### src/common/urs_map.svh
/*
 * Register offsets, field positions, reset values and timing counts of the
 * receive status and RTS control block.
 * Assumes a 25 MHz block clock and a 4-bit register address.
 */
`ifndef URS_MAP_SVH
`define URS_MAP_SVH

// ----------------------------------------------------------------------
// Register offsets
// ----------------------------------------------------------------------
`define URS_A_DATA     4'h0
`define URS_A_LSR      4'h1
`define URS_A_RST      4'h2
`define URS_A_FLR      4'h3
`define URS_A_MSR      4'h4
`define URS_A_TRANSMIT_MACHINE_STATUS_REG     4'h5
`define URS_A_ICM      4'h6
`define URS_A_RCM      4'h7
`define URS_A_TMD      4'h8
`define URS_A_RXMODE   4'h9
`define URS_A_ADDRESS_COMPARE_ZERO     4'hA
`define URS_A_ADDRESS_COMPARE_ONE     4'hB
`define URS_A_IST      4'hC
`define URS_A_IMR      4'hD

// ----------------------------------------------------------------------
// Fields
// ----------------------------------------------------------------------
`define URS_ICM_CLR    2
`define URS_RCM_LOCK   7
`define URS_RCM_FFIFO  5
`define URS_RCM_FMACH  4
`define URS_RCM_EN     3
`define URS_TMD_RTS    2
`define URS_RXM_AACK   2
`define URS_MODE_OFF   2'h0
`define URS_MODE_SEMI  2'h1
`define URS_MODE_FULL  2'h2
`define URS_RESET_8    8'h00

// ----------------------------------------------------------------------
// Timing
// ----------------------------------------------------------------------
`define URS_CLK_HZ     25000000
`define URS_BAUD_HZ    115200
`define URS_BIT_CYC    (`URS_CLK_HZ / `URS_BAUD_HZ)

`endif

### src/common/urs_pkg.sv
/*
 * Types shared by the receive status and RTS control block.
 * Assumes urs_map.svh for widths of the register fields.
 */
package urs_pkg;

    typedef struct packed {
        logic [3:0] addr;
        logic [7:0] wdata;
        logic       wr;
        logic       rd;
    } urs_bus_t;

    typedef struct packed {
        logic [7:0] data;
        logic       abit;
        logic       ferr;
    } urs_rx_char_t;

    typedef enum logic [4:0] {
        URS_IDLE  = 5'h01,
        URS_LEAD  = 5'h02,
        URS_START = 5'h04,
        URS_DATA  = 5'h08,
        URS_STOP  = 5'h10
    } urs_tx_state_t;

endpackage

### src/hw/urs_fifo_mem.sv
/*
 * Eight-entry receive character store with a registered read port.
 * Assumes the caller keeps pointers and fill level.
 */
`timescale 1ns/1ps

module urs_fifo_mem
(
    input  wire logic       clock,
    input  wire logic       rst_b,
    input  wire logic       we,
    input  wire logic [2:0] waddr,
    input  wire logic [7:0] wdata,
    input  wire logic [2:0] raddr,
    output logic      [7:0] rdata_q
);
    logic [7:0] mem [8];

    always_ff @(posedge clock)
    begin
        if (we)
        begin
            mem[waddr] <= wdata;
        end
    end

    always_ff @(posedge clock or negedge rst_b)
    begin
        if (!rst_b)
            rdata_q <= 8'h00;
        else
            rdata_q <= mem[raddr];
    end
endmodule

### src/hw/urs_rx_deser.sv
/*
 * Receive deserialiser: start bit, eight data bits, address bit, stop bit.
 * Assumes rxd comes from a pin; it is synchronised here.
 */
`timescale 1ns/1ps
`include "urs_map.svh"

module urs_rx_deser
    import urs_pkg::*;
(
    input  wire logic   clock,
    input  wire logic   rst_b,
    input  wire logic   rxd,
    input  wire logic   en,
    input  wire logic   flush,
    output urs_rx_char_t chr_q,
    output logic        vld_q
);
    logic       rxd_m_q;
    logic       rxd_s_q;
    logic       busy_q;
    logic [7:0] div_q;
    logic [3:0] bn_q;
    logic [8:0] sh_q;
    wire        tick = busy_q && div_q == 8'h00;
    wire        fall = en && !busy_q && !rxd_s_q;

    always_ff @(posedge clock or negedge rst_b)
    begin
        if (!rst_b)
        begin
            rxd_m_q <= 1'b1;
            rxd_s_q <= 1'b1;
        end
        else
        begin
            rxd_m_q <= rxd;
            rxd_s_q <= rxd_m_q;
        end
    end

    always_ff @(posedge clock or negedge rst_b)
    begin
        if (!rst_b)
        begin
            busy_q <= 1'b0;
            div_q  <= 8'h00;
            bn_q   <= 4'h0;
            sh_q   <= 9'h000;
            vld_q  <= 1'b0;
            chr_q  <= '0;
        end
        else
        begin
            vld_q <= 1'b0;
            if (flush)
            begin
                busy_q <= 1'b0;
            end
            else if (fall)
            begin
                // Sample mid-bit from here on.
                busy_q <= 1'b1;
                div_q  <= 8'(`URS_BIT_CYC / 2);
                bn_q   <= 4'h0;
            end
            else if (busy_q)
            begin
                div_q <= tick ? 8'(`URS_BIT_CYC - 1) : div_q - 8'h01;
                if (tick)
                begin
                    bn_q <= bn_q + 4'h1;
                    sh_q <= {rxd_s_q, sh_q[8:1]};
                    if (bn_q == 4'h0 && rxd_s_q)
                        busy_q <= 1'b0;
                    if (bn_q == 4'hA)
                    begin
                        busy_q <= 1'b0;
                        vld_q  <= 1'b1;
                        chr_q  <= '{data: sh_q[7:0], abit: sh_q[8],
                                    ferr: !rxd_s_q};
                    end
                end
            end
        end
    end
endmodule

### src/hw/urs_core.sv
/*
 * Receive status, interrupt acknowledge, receive command and RTS control.
 * Assumes a synchronous register port; rxd and cts_b are raw pins.
 */
// The address map and the address-and-strobe port were left to the implementer.
`timescale 1ns/1ps
`include "urs_map.svh"

module urs_core
    import urs_pkg::*;
(
    input  wire logic       clock,
    input  wire logic       rst_b,
    input  urs_bus_t        bus,
    output logic      [7:0] rdata_q,
    input  wire logic       rxd,
    input  wire logic       cts_b,
    output logic            txd_q,
    output logic            rts_q,
    output logic            irq_q
);
    // ------------------------------------------------------------------
    // Decode
    // ------------------------------------------------------------------
    // A strobe here is already the chip-select qualified one.
    wire wr_lsr  = bus.wr && bus.addr == `URS_A_LSR;
    wire wr_data = bus.wr && bus.addr == `URS_A_DATA;
    wire wr_icm  = bus.wr && bus.addr == `URS_A_ICM;
    wire wr_rcm  = bus.wr && bus.addr == `URS_A_RCM;
    wire wr_tmd  = bus.wr && bus.addr == `URS_A_TMD;
    wire wr_rxm  = bus.wr && bus.addr == `URS_A_RXMODE;
    wire wr_address_compare_zero = bus.wr && bus.addr == `URS_A_ADDRESS_COMPARE_ZERO;
    wire wr_address_compare_one = bus.wr && bus.addr == `URS_A_ADDRESS_COMPARE_ONE;
    wire wr_ist  = bus.wr && bus.addr == `URS_A_IST;
    wire wr_imr  = bus.wr && bus.addr == `URS_A_IMR;
    wire rd_data = bus.rd && bus.addr == `URS_A_DATA;
    wire rd_rst  = bus.rd && bus.addr == `URS_A_RST;
    wire [7:0] wd = bus.wdata;

    // Several commands may share one write.
    wire st_clr = wr_icm && wd[`URS_ICM_CLR];
    wire c_en   = wr_rcm && wd[`URS_RCM_EN];
    wire c_fm   = wr_rcm && wd[`URS_RCM_FMACH];
    wire c_ff   = wr_rcm && wd[`URS_RCM_FFIFO];
    // Lock loses to a machine flush in the same write.
    wire c_lock = wr_rcm && wd[`URS_RCM_LOCK] && !c_fm;

    // ------------------------------------------------------------------
    // State
    // ------------------------------------------------------------------
    logic [4:0] lsr_q, lsr_d;
    logic [2:0] wp_q, wp_d, rp_q, rp_d;
    logic [3:0] cnt_q, cnt_d;
    logic       lock_q, lock_d, open_q, open_d, en_q, en_d;
    logic [2:0] tmd_q, rxm_q;
    logic [7:0] address_compare_zero_q, address_compare_one_q, buf_q, sh_q;
    logic [3:0] ist_q, ist_d, imr_q;
    logic       transmit_machine_status_reg_q, msr_q, pend_q;
    logic       cts_m_q, cts_s_q, cts_p_q;
    urs_tx_state_t st_q, st_d;
    logic [7:0] div_q;
    logic [2:0] bn_q;
    urs_rx_char_t chr;
    logic       rx_vld;
    logic [7:0] mem_rd;

    urs_rx_deser u_rx
    (
        .clock (clock),
        .rst_b (rst_b),
        .rxd   (rxd),
        .en    (en_q),
        .flush (c_fm),
        .chr_q (chr),
        .vld_q (rx_vld)
    );

    // ------------------------------------------------------------------
    // Receive path
    // ------------------------------------------------------------------
    wire [1:0] mode  = rxm_q[1:0];
    wire       amode = mode != `URS_MODE_OFF;
    wire       rx_in = rx_vld && en_q;
    wire       match = chr.data == address_compare_zero_q || chr.data == address_compare_one_q;
    wire       adr   = rx_in && amode && chr.abit;
    wire       want  = rx_in && !chr.ferr && (!amode || (!chr.abit && open_q));
    // Nothing enters and nothing leaves while locked.
    wire       store = want && !lock_q && cnt_q != 4'h8;
    wire       ovr   = want && !lock_q && cnt_q == 4'h8;
    wire       pop   = rd_data && cnt_q != 4'h0 && !lock_q;
    wire       brk   = rx_in && chr.ferr && chr.data == 8'h00;
    wire       txdone;
    wire       cts_chg = cts_s_q != cts_p_q;
    wire [3:0] evt   = {cts_chg, txdone, ovr | (rx_in & chr.ferr), store};

    always_comb
    begin
        open_d = open_q;
        if (adr && mode == `URS_MODE_SEMI)
            open_d = 1'b1;
        else if (adr && mode == `URS_MODE_FULL)
            open_d = match;
        if (c_fm)
            open_d = 1'b0;
        lock_d = c_fm ? 1'b0 : (c_lock ? 1'b1 : lock_q);
        en_d   = en_q | c_en;
        wp_d   = store ? wp_q + 3'h1 : wp_q;
        rp_d   = pop ? rp_q + 3'h1 : rp_q;
        cnt_d  = cnt_q + {3'h0, store} - {3'h0, pop};
        lsr_d  = lsr_q;
        if (wr_lsr)
            lsr_d = wd[4:0];
        if (st_clr)
            lsr_d[4:1] = 4'h0;
        if (c_ff || (wr_lsr && !wd[0]))
        begin
            // Empty the level; data stays where it is.
            rp_d  = wp_d;
            cnt_d = {3'h0, store};
        end
        if (pop && cnt_d == 4'h0)
            lsr_d[0] = 1'b0;
        // Hardware sets win over any clear in the same cycle.
        lsr_d = lsr_d | {brk, rx_in & chr.ferr, adr, ovr, store};
    end

    urs_fifo_mem u_mem
    (
        .clock   (clock),
        .rst_b   (rst_b),
        .we      (store),
        .waddr   (wp_q),
        .wdata   (chr.data),
        .raddr   (rp_q),
        .rdata_q (mem_rd)
    );

    // ------------------------------------------------------------------
    // Interrupts
    // ------------------------------------------------------------------
    wire aack = rxm_q[`URS_RXM_AACK] && pop;
    wire [3:0] ack_clr = aack ? 4'hF : ((rd_rst || rd_data) ? 4'h3 : 4'h0);

    always_comb
    begin
        ist_d = ist_q & ~ack_clr;
        if (wr_ist)
            ist_d = ist_d & ~wd[3:0];
        ist_d = ist_d | evt;
    end

    // ------------------------------------------------------------------
    // Transmit path
    // ------------------------------------------------------------------
    wire manual = tmd_q[1:0] == 2'h0;
    wire tick   = div_q == 8'(`URS_BIT_CYC - 1);
    assign txdone = st_q == URS_STOP && tick;

    always_comb
    begin
        st_d = st_q;
        case (st_q)
            URS_IDLE:
                if (pend_q)
                    st_d = manual ? URS_START : URS_LEAD;
            URS_LEAD:
                if (tick)
                    st_d = URS_START;
            URS_START:
                if (tick)
                    st_d = URS_DATA;
            URS_DATA:
                if (tick && bn_q == 3'h7)
                    st_d = URS_STOP;
            URS_STOP:
                if (tick)
                    st_d = pend_q ? URS_START : URS_IDLE;
            default:
                st_d = URS_IDLE;
        endcase
    end

    wire load = pend_q && (st_q == URS_IDLE || txdone);

    // ------------------------------------------------------------------
    // Read mux
    // ------------------------------------------------------------------
    logic [7:0] rd_mux;
    always_comb
    begin
        case (bus.addr)
            `URS_A_DATA:   rd_mux = mem_rd;
            `URS_A_LSR:    rd_mux = {3'h0, lsr_q};
            `URS_A_RST:    rd_mux = {lock_q, open_q, 1'b0, lsr_q};
            `URS_A_FLR:    rd_mux = {4'h0, cnt_q};
            `URS_A_MSR:    rd_mux = {3'h0, !cts_s_q, 3'h0, msr_q};
            `URS_A_TRANSMIT_MACHINE_STATUS_REG:   rd_mux = {7'h00, transmit_machine_status_reg_q};
            `URS_A_TMD:    rd_mux = {5'h00, tmd_q};
            `URS_A_RXMODE: rd_mux = {4'h0, en_q, rxm_q};
            `URS_A_ADDRESS_COMPARE_ZERO:   rd_mux = address_compare_zero_q;
            `URS_A_ADDRESS_COMPARE_ONE:   rd_mux = address_compare_one_q;
            `URS_A_IST:    rd_mux = {4'h0, ist_q};
            `URS_A_IMR:    rd_mux = {4'h0, imr_q};
            default:       rd_mux = 8'h00;
        endcase
    end

    // ------------------------------------------------------------------
    // Registers
    // ------------------------------------------------------------------
    always_ff @(posedge clock or negedge rst_b)
    begin
        if (!rst_b)
        begin
            {lsr_q, wp_q, rp_q, cnt_q} <= '0;
            {lock_q, open_q, en_q, ist_q, imr_q} <= '0;
            {tmd_q, rxm_q, address_compare_zero_q, address_compare_one_q} <= '0;
            {transmit_machine_status_reg_q, msr_q, rdata_q, irq_q} <= '0;
            {cts_m_q, cts_s_q, cts_p_q} <= 3'h7;
        end
        else
        begin
            {lsr_q, wp_q, rp_q, cnt_q} <= {lsr_d, wp_d, rp_d, cnt_d};
            {lock_q, open_q, en_q, ist_q} <= {lock_d, open_d, en_d, ist_d};
            rdata_q <= bus.rd ? rd_mux : `URS_RESET_8;
            irq_q   <= |(ist_d & imr_q);
            {cts_m_q, cts_s_q, cts_p_q} <= {cts_b, cts_m_q, cts_s_q};
            transmit_machine_status_reg_q  <= txdone | (transmit_machine_status_reg_q & !st_clr);
            msr_q   <= cts_chg | (msr_q & !st_clr);
            if (wr_imr)  imr_q  <= wd[3:0];
            if (wr_tmd)  tmd_q  <= wd[2:0];
            if (wr_rxm)  rxm_q  <= wd[2:0];
            if (wr_address_compare_zero) address_compare_zero_q <= wd;
            if (wr_address_compare_one) address_compare_one_q <= wd;
        end
    end

    always_ff @(posedge clock or negedge rst_b)
    begin
        if (!rst_b)
        begin
            st_q   <= URS_IDLE;
            {div_q, bn_q, sh_q, buf_q, pend_q} <= '0;
            {txd_q, rts_q} <= 2'h3;
        end
        else
        begin
            st_q  <= st_d;
            div_q <= (st_q == URS_IDLE || tick) ? 8'h00 : div_q + 8'h01;
            bn_q  <= (st_q == URS_DATA && tick) ? bn_q + 3'h1 : bn_q;
            if (load)
                sh_q <= buf_q;
            else if (st_q == URS_DATA && tick)
                sh_q <= {1'b1, sh_q[7:1]};
            // A second write while one waits is dropped.
            pend_q <= (pend_q && !load) || (wr_data && !pend_q);
            if (wr_data && !pend_q)
                buf_q <= wd;
            txd_q <= st_d == URS_START ? 1'b0
                   : (st_d == URS_DATA
                      ? ((st_q == URS_DATA && tick) ? sh_q[1] : sh_q[0])
                   : 1'b1);
            // Active high here; pin polarity is left to the pad.
            rts_q <= manual ? tmd_q[`URS_TMD_RTS]
                            : st_d != URS_IDLE;
        end
    end
endmodule

### config.mk
export PLATFORM = sky130hd
export DESIGN_NAME = urs_core
export DESIGN_NICKNAME = d
export VERILOG_FILES = /design/src/common/urs_pkg.sv /design/src/hw/urs_fifo_mem.sv /design/src/hw/urs_rx_deser.sv /design/src/hw/urs_core.sv
export VERILOG_INCLUDE_DIRS = /design/src /design/src/common
export SDC_FILE = /design/constraint.sdc
export NUM_CORES = 1
export LEC_CHECK = 0
export CAP_MARGIN = 0
export CORE_ASPECT_RATIO = 0.9
export CORE_MARGIN = 5
export CORE_UTILIZATION = 66
export DETAILED_ROUTE_END_ITERATION = 7
export DONT_BUFFER_PORTS = 1
export PLACE_DENSITY = 0.8
export SLEW_MARGIN = 20
export SYNTH_ARGS = -nofsm -noshare
export SYNTH_HDL_FRONTEND = slang
export SYNTH_SLANG_ARGS = --single-unit
### constraint.sdc
create_clock -name clock -period 7.6 [get_ports clock]
set_input_delay 0.38 -clock clock [delete_from_list [all_inputs] [get_ports clock]]
set_output_delay 0.38 -clock clock [all_outputs]
set_load 0.02 [all_outputs]
# Word level (Yosys, flattened, before mapping)
# Memory sizes are Yosys's and may differ from the RTL's. A register that Yosys moved wholly into a read port is not among the register bits.
# Cells that the tools add are included.
classes:
  n_addsub: 8
  n_eq_ne: 31
  mux: 51
  bitwise_logic: 16
  n_reduce_logical: 85
op_table:
  columns: ["op", "count"]
  rows:
  - ["case mux 8 bit (12 select lines)", 1]
  - ["2-to-1 mux 8 bit", 7]
  - ["logical AND 1 bit", 46]
  - ["== test 4 bit, second input constant", 8]
  - ["2-to-1 mux 5 bit", 6]
  - ["2-to-1 mux 4 bit", 7]
  - ["case mux 5 bit (5 select lines)", 1]
  - ["2-to-1 mux 1 bit", 23]
  - ["== test 4 x 3 -> 1 bit, second input constant", 4]
  - ["== test 8 bit", 2]
  - ["zero test 8 bit", 2]
  - ["2-to-1 mux 3 bit", 5]
  - ["zero test 1 bit", 13]
  - ["AND 4 bit", 3]
  - ["zero test 4 bit", 3]
  - ["nonzero test 2 bit", 6]
  - ["== test 5 x 3 -> 1 bit, second input constant", 2]
  - ["== test 5 x 4 -> 1 bit, second input constant", 2]
  - ["adder 3 x 1 -> 3 bit, second input constant", 3]
  - ["adder 8 x 1 -> 8 bit, second input constant", 1]
  - ["== test 4 x 2 -> 1 bit, second input constant", 2]
  - ["== test 8 bit, second input constant", 1]
  - ["inverter 4 bit", 2]
  - ["subtractor 8 x 1 -> 8 bit, second input constant", 1]
  - ["28 further kinds", 40]
totals:
  regBits: 132
  mem_bits_rw: 64
  output_inout_bits: 11
  memories: 1
memory_table:
  columns: ["name", "words", "word_bits", "rd", "rd_ports_with_merged_regs", "wr", "line", "text"]
  rows:
  - ["u_mem.mem", 8, 8, 1, 1, 1, "urs_fifo_mem.sv:17", "logic [7:0] mem [8];"]

# Longest topological paths before layout
logic_depth:
  ltp_word: 13
  ltp_mapped: 13
  ltp_nobuf: 13

# By module
# Synthesis repeated with hierarchy kept, for this count alone.
unflattened:
  hier_cells: 721
  area_unflattened_um2: 9392.8
modules_own_cells:
  columns: ["module", "n_inst", "cells_per_inst", "area_each_um2"]
  rows:
  - ["urs_core", 1, 458, 5083.6]
  - ["urs_fifo_mem", 1, 114, 2731.4]
  - ["urs_rx_deser", 1, 149, 1577.8]

# Worst setup path before layout
# Ideal clock, no wire load.
synth_path:
  kind: "reg2reg"
  from: "register rxm_q[0]"
  to: "register lsr_q[0]"
  setup_time_ps: 129
  arrival_ps: 2488
  t_required_ps: 7471
  slack_ps: 4983
  path_stages_with_launch: 11
  cell_sequence: "dfrtp_1 -> or2_2 -> a211oi_2 -> inv_2 -> ha_1 -> inv_1 -> ha_1 -> fa_1 -> xnor2_1 -> and4_1 -> o21ai_0"
synth_between:
  elab_chain_cells: 13
synth_rtl:
  columns: ["element", "line", "text"]
  rows:
  - ["start, declared", "urs_core.sv:55", "logic [2:0] tmd_q, rxm_q;"]
  - ["start signal, assigned", "urs_core.sv:232", "if (wr_rxm) rxm_q <= wd[2:0];"]
  - ["nonzero test 2 bit (no source line) *", null, null]
  - ["zero test 1 bit *", "urs_core.sv:86", "wire want = rx_in && !chr.ferr && (!amode || (!chr.abit && open_q));"]
  - ["logical OR 1 bit *", "urs_core.sv:86", null]
  - ["logical AND 1 bit *", "urs_core.sv:86", null]
  - ["logical AND 1 bit * (2 in series)", "urs_core.sv:88", "wire store = want && !lock_q && cnt_q != 4'h8;"]
  - ["adder 4 x 1 -> 4 bit", "urs_core.sv:109", "cnt_d = cnt_q + {3'h0, store} - {3'h0, pop};"]
  - ["subtractor 4 x 1 -> 4 bit", "urs_core.sv:109", null]
  - ["2-to-1 mux 4 bit", "urs_core.sv:115", "if (c_ff || (wr_lsr && !wd[0]))"]
  - ["zero test 4 bit", "urs_core.sv:121", "if (pop && cnt_d == 4'h0)"]
  - ["logical AND 1 bit", "urs_core.sv:121", null]
  - ["2-to-1 mux 1 bit", "urs_core.sv:121", null]
  - ["OR 5 bit *", "urs_core.sv:124", "lsr_d = lsr_d | {brk, rx_in & chr.ferr, adr, ovr, store};"]
  - ["net lsr_d[0]", "urs_core.sv:51", "logic [4:0] lsr_q, lsr_d;"]
  - ["end signal, assigned", "urs_core.sv:223", "{lsr_q, wp_q, rp_q, cnt_q} <= {lsr_d, wp_d, rp_d, cnt_d};"]
  - ["end, declared", "urs_core.sv:51", null]
# Mark *: on every way through the listed nets, which the timed path passes. The rest lies on a longest branch.
# A chain may end at the register's enable or synchronous reset.

# Final worst setup path
layout_path:
  from: "register cnt_q[2]"
  to: "register lsr_q[0]"
layout_between:
  elab_chain_cells: 9
  elab_cells_between_ends: 12
  cone_classes: "2 x add/sub; 1 x eq/ne; 2 x mux; 1 x bitwise; 6 x reduce/logical"
layout_rtl:
  columns: ["element", "line", "text"]
  rows:
  - ["start, declared", "urs_core.sv:53", "logic [3:0] cnt_q, cnt_d;"]
  - ["start signal, assigned", "urs_core.sv:223", null]
  - ["inequality test 4 bit / nonzero test 4 bit (equally long branches)", "urs_core.sv:88, urs_core.sv:90", null]
  - ["logical AND 1 bit (on tied branches)", "urs_core.sv:88, urs_core.sv:90", null]
  - ["adder 4 x 1 -> 4 bit / logical AND 1 bit (equally long branches)", "urs_core.sv:109, urs_core.sv:90", null]
  - ["subtractor 4 x 1 -> 4 bit", "urs_core.sv:109", null]
  - ["2-to-1 mux 4 bit", "urs_core.sv:115", null]
  - ["zero test 4 bit", "urs_core.sv:121", null]
  - ["logical AND 1 bit", "urs_core.sv:121", null]
  - ["2-to-1 mux 1 bit", "urs_core.sv:121", null]
  - ["OR 5 bit *", "urs_core.sv:124", null]
  - ["net lsr_d[0]", "urs_core.sv:51", null]
# Marked as above.

==> flow_metrics.env <==
export IMPL_synth_edf_count=64
export IMPL_rsz0062_at_grt="false"
export IMPL_cts_hold_buf=5
export IMPL_holdCritPathClass="in2reg"
export IMPL_synth_compound_area_share_pct=7.54
export IMPL_wire_per_inst_um=22.2
export IMPL_placed_cells=876
export IMPL_clock_fmax_mhz=320
export IMPL_clock_latency_ns=0.50
export IMPL_worstPathRequired_ns=7.97
export IMPL_critPathCaptureType="register"
export IMPL_fin_cells=919
export IMPL_cts_root_buf="clkbuf_16"
export IMPL_first_pass_iters=7
export IMPL_via_per_inst=6.45
export IMPL_grt_max_degree=141
export IMPL_crit_path_cell_trace="inv_1 > ha_1 > nor3b_1 > a211oi_2 > inv_2 > ha_1 > inv_1 > ha_1 > fa_1 > xnor2_1 > and4_1 > o21ai_0"
export IMPL_synthDominantCellAreaShare_pct=35.6
export IMPL_grt_total_usage_pct=25.6
export IMPL_cts_max_level=1
export IMPL_dr_wl_met3_um=1300
export IMPL_gr_total_overflow=0
export IMPL_die_area_um2=16500
export IMPL_die_y_um=122
export IMPL_rr_endpoint="lsr_q[0]"
export IMPL_synth_seq_cells=204
export IMPL_avgSynthCellArea_um2=13.1
export IMPL_synth_distinct_cells=72
export IMPL_fin_crit_ns=3.12
export IMPL_dr_max_layer_used="met4"
export IMPL_muxShareOfSynthArea_pct=14.3
export IMPL_min_from="bus[5]"
export IMPL_io_buffers=0
export IMPL_clock_sinks=204
export IMPL_drc=0
export IMPL_synthSimpleGateAreaFrac_pct=11.7
export IMPL_worstMarginPinSlew_ns=0.855
export IMPL_synth_top_family_by_area="multiplexers"
export IMPL_yosys_warnings=0
export IMPL_hpwl_um=13200
export IMPL_ctsResizeCount=0
export IMPL_ir_drop_mv=0.217
export IMPL_die_width_um=135
export IMPL_finClkSkew_ns=0.0178
export IMPL_async_flop_share_pct=68.6
export IMPL_numCtsBuffers=21
export IMPL_drv_slew=0
export IMPL_start_util_pct=66.7
export IMPL_drt_met1_wl_um=8520
export IMPL_syn_to_final_growth_pct=9.78
export IMPL_synth_nets=745
export IMPL_synthAdderAreaFrac_pct=2.37
export IMPL_synth_area_um2=9280
export IMPL_setup_violations=0
export IMPL_p_leak_nw=4.20
export IMPL_core_region_area_um2=13900
export IMPL_synth_top_flop_cell="dfrtp_1"
export IMPL_grt_pass1_wl_um=33000
export IMPL_initialDrtViolationCount=674
export IMPL_seq_area_frac_synth_pct=58.6
export IMPL_cts_max_path_buffers=3
export IMPL_cp_common_cell="ha_1"
export IMPL_antenna_cells=0
export IMPL_synthTopCellsByArea="dfrtp_1 (36%), edfxtp_1 (21%), mux2_2 (8.9%), mux4_2 (3.9%), dfstp_2 (2.3%)"
export IMPL_power_density_nw_per_um2=297
export IMPL_syn_inst=710
export IMPL_num_vias=5931
export IMPL_place_gp_congestion=0.999
export IMPL_rr_worst_depth=12
export IMPL_arrival_ns=3.50
export IMPL_timing_rr_start="cnt_q[2]"
export IMPL_first_global_vias=5942
export IMPL_critPathLaunchType="register"
export IMPL_status="finished clean"
export IMPL_nets=746
export IMPL_ios=29
export IMPL_tns_ns=0
export IMPL_relSlewSlack_pct=42.2
export IMPL_drv_cap=0
export IMPL_yosysMostFrequentCell="dfrtp_1"
export IMPL_whs_path_depth=1
export IMPL_hold_end="en_q"
export IMPL_cts_tree="yes"
export IMPL_critPathKind="reg2reg"
export IMPL_rows=41
export IMPL_wirelength_um=20400
export IMPL_met2_wirelength_um=10200
export IMPL_critPathMaxStageDelay_ns=0.52
export IMPL_slowest_stage="a211oi_2"
export IMPL_hold_viol=0
export IMPL_path_clk_slew_ns=0.06
export IMPL_synth_xor_area_share_pct=3.21
export IMPL_post_route_period_util_pct=41.1
export IMPL_crit_fanout=8
export IMPL_yosysTopAreaCell="dfrtp_1"
export IMPL_antenna_found_initial=0
export IMPL_antenna_left=0
export IMPL_cts_setup_buffers=0
export IMPL_r2r_slack_ns=4.48
export IMPL_drive_gt1_share_pct=22.9
export IMPL_synthTopCellsByCount="dfrtp_1 (132), mux2_2 (73), edfxtp_1 (64)"
## report_power, final
group / total (mW) / switching, mW / internal, mW / leakage (nW)
Combinational: 0.520 / 0.236 / 0.284 / 1.47
Sequential: 1.47 / 0.188 / 1.28 / 2.39
Clock: 1.04 / 0.425 / 0.613 / 0.334
## worst max path at each step
stage / to / slack (ns) / depth (start not counted) / from
after floorplan: lsr_q[0] / 4.98 / 10 / rxm_q[0]
after global placement: lsr_q[0] / 4.76 / 12 / cnt_q[2]
after detailed placement: lsr_q[0] / 4.60 / 12 / cnt_q[2]
after global routing: lsr_q[0] / 4.29 / 12 / cnt_q[2]
after CTS: lsr_q[0] / 4.56 / 12 / cnt_q[2]
final: lsr_q[0] / 4.48 / 12 / cnt_q[2]
## area by class of cell
cell class / count / area, µm²
Fill cell: 879 / 3720
Timing Repair Buffer: 8 / 90.1
Tap cell: 193 / 241
Clock buffer: 23 / 533
Multi-Input combinational cell: 457 / 3650
Sequential cell: 204 / 5440
Inverter: 19 / 71.3
Clock inverter: 15 / 163
## metal layers
layer	up-vias	GRT usage (%)
met3	33	3.69
met1	3012	36.8
met4	0	6.55
met5	-	0
met2	266	42.1
li1	2620	-
## cells by family after synthesis
| family | count (synthesis) |
|---|---|
| compound gates | 107 |
| xor+xnor | 34 |
| buf+inv | 49 |
| simple gates | 196 |
| mux | 103 |
| fa+ha+maj | 17 |
| flops | 204 |
## worst max-delay path: cells and delay by family (launching register included)
family | cells | cell delay [ns]
AND/OR/NAND/NOR | 2 | 0.37
flip-flops | 1 | 0.34
XOR/XNOR | 1 | 0.24
AO/OA/AOI/OAI | 2 | 0.59
adder cells (fa/ha/maj) | 4 | 1.15
buffers and inverters | 3 | 0.30
## flip-flops by register name, indices dropped and copies added (netlist names), 3 cells and up
| register | cells |
|---|---|
| st_q | 5 |
| ist_q | 4 |
| sh_q | 8 |
| cnt_q | 4 |
| u_rx.chr_q | 10 |
| u_mem.rdata_q | 8 |
| div_q | 8 |
| u_mem.mem | 64 |
| rdata_q | 8 |
| address_compare_zero_q | 8 |
| u_rx.bn_q | 4 |
| buf_q | 8 |
| u_rx.sh_q | 9 |
| u_rx.div_q | 8 |
| rxm_q | 3 |
| rp_q | 3 |
| bn_q | 3 |
| lsr_q | 5 |
| address_compare_one_q | 8 |
| tmd_q | 3 |
| wp_q | 3 |
| imr_q | 4 |
## through the flow
step | hold WS, ns | cell area (µm²) | utilization, % | worst slack, ns | power [mW]
2_1_floorplan | 0.0844 | 9280 | - | 4.98 | 1.83
3_3_place_gp | 0.0877 | 9400 | 67.6 | 4.76 | 1.94
3_5_place_dp | 0.0882 | 9400 | 67.6 | 4.60 | 1.98
4_1_cts | 0.00448 | 10200 | 73.1 | 4.56 | 3.04
5_1_grt | 0.0111 | 10200 | 73.3 | 4.29 | 3.17
6_report | 0.0149 | 10200 | 73.3 | 4.48 | 3.03
## cell usage in the layout (no fill, tap or decap), types with 13 or more instances in the layout
master / Yosys / layout
mux4_2: 16 / 16
inv_1: 18 / 18
nand2_1: 49 / 49
edfxtp_1: 64 / 64
nand3_1: 13 / 13
mux2_2: 73 / 73
a21oi_1: 23 / 23
dfrtp_1: 132 / 131
xnor2_1: 19 / 19
mux2i_1: 14 / 14
xor2_1: 15 / 15
ha_1: 16 / 16
nor2_1: 42 / 42
clkbuf_16: 0 / 21
o21ai_0: 31 / 31
No activity file was read; power rests on OpenSTA's default activity.
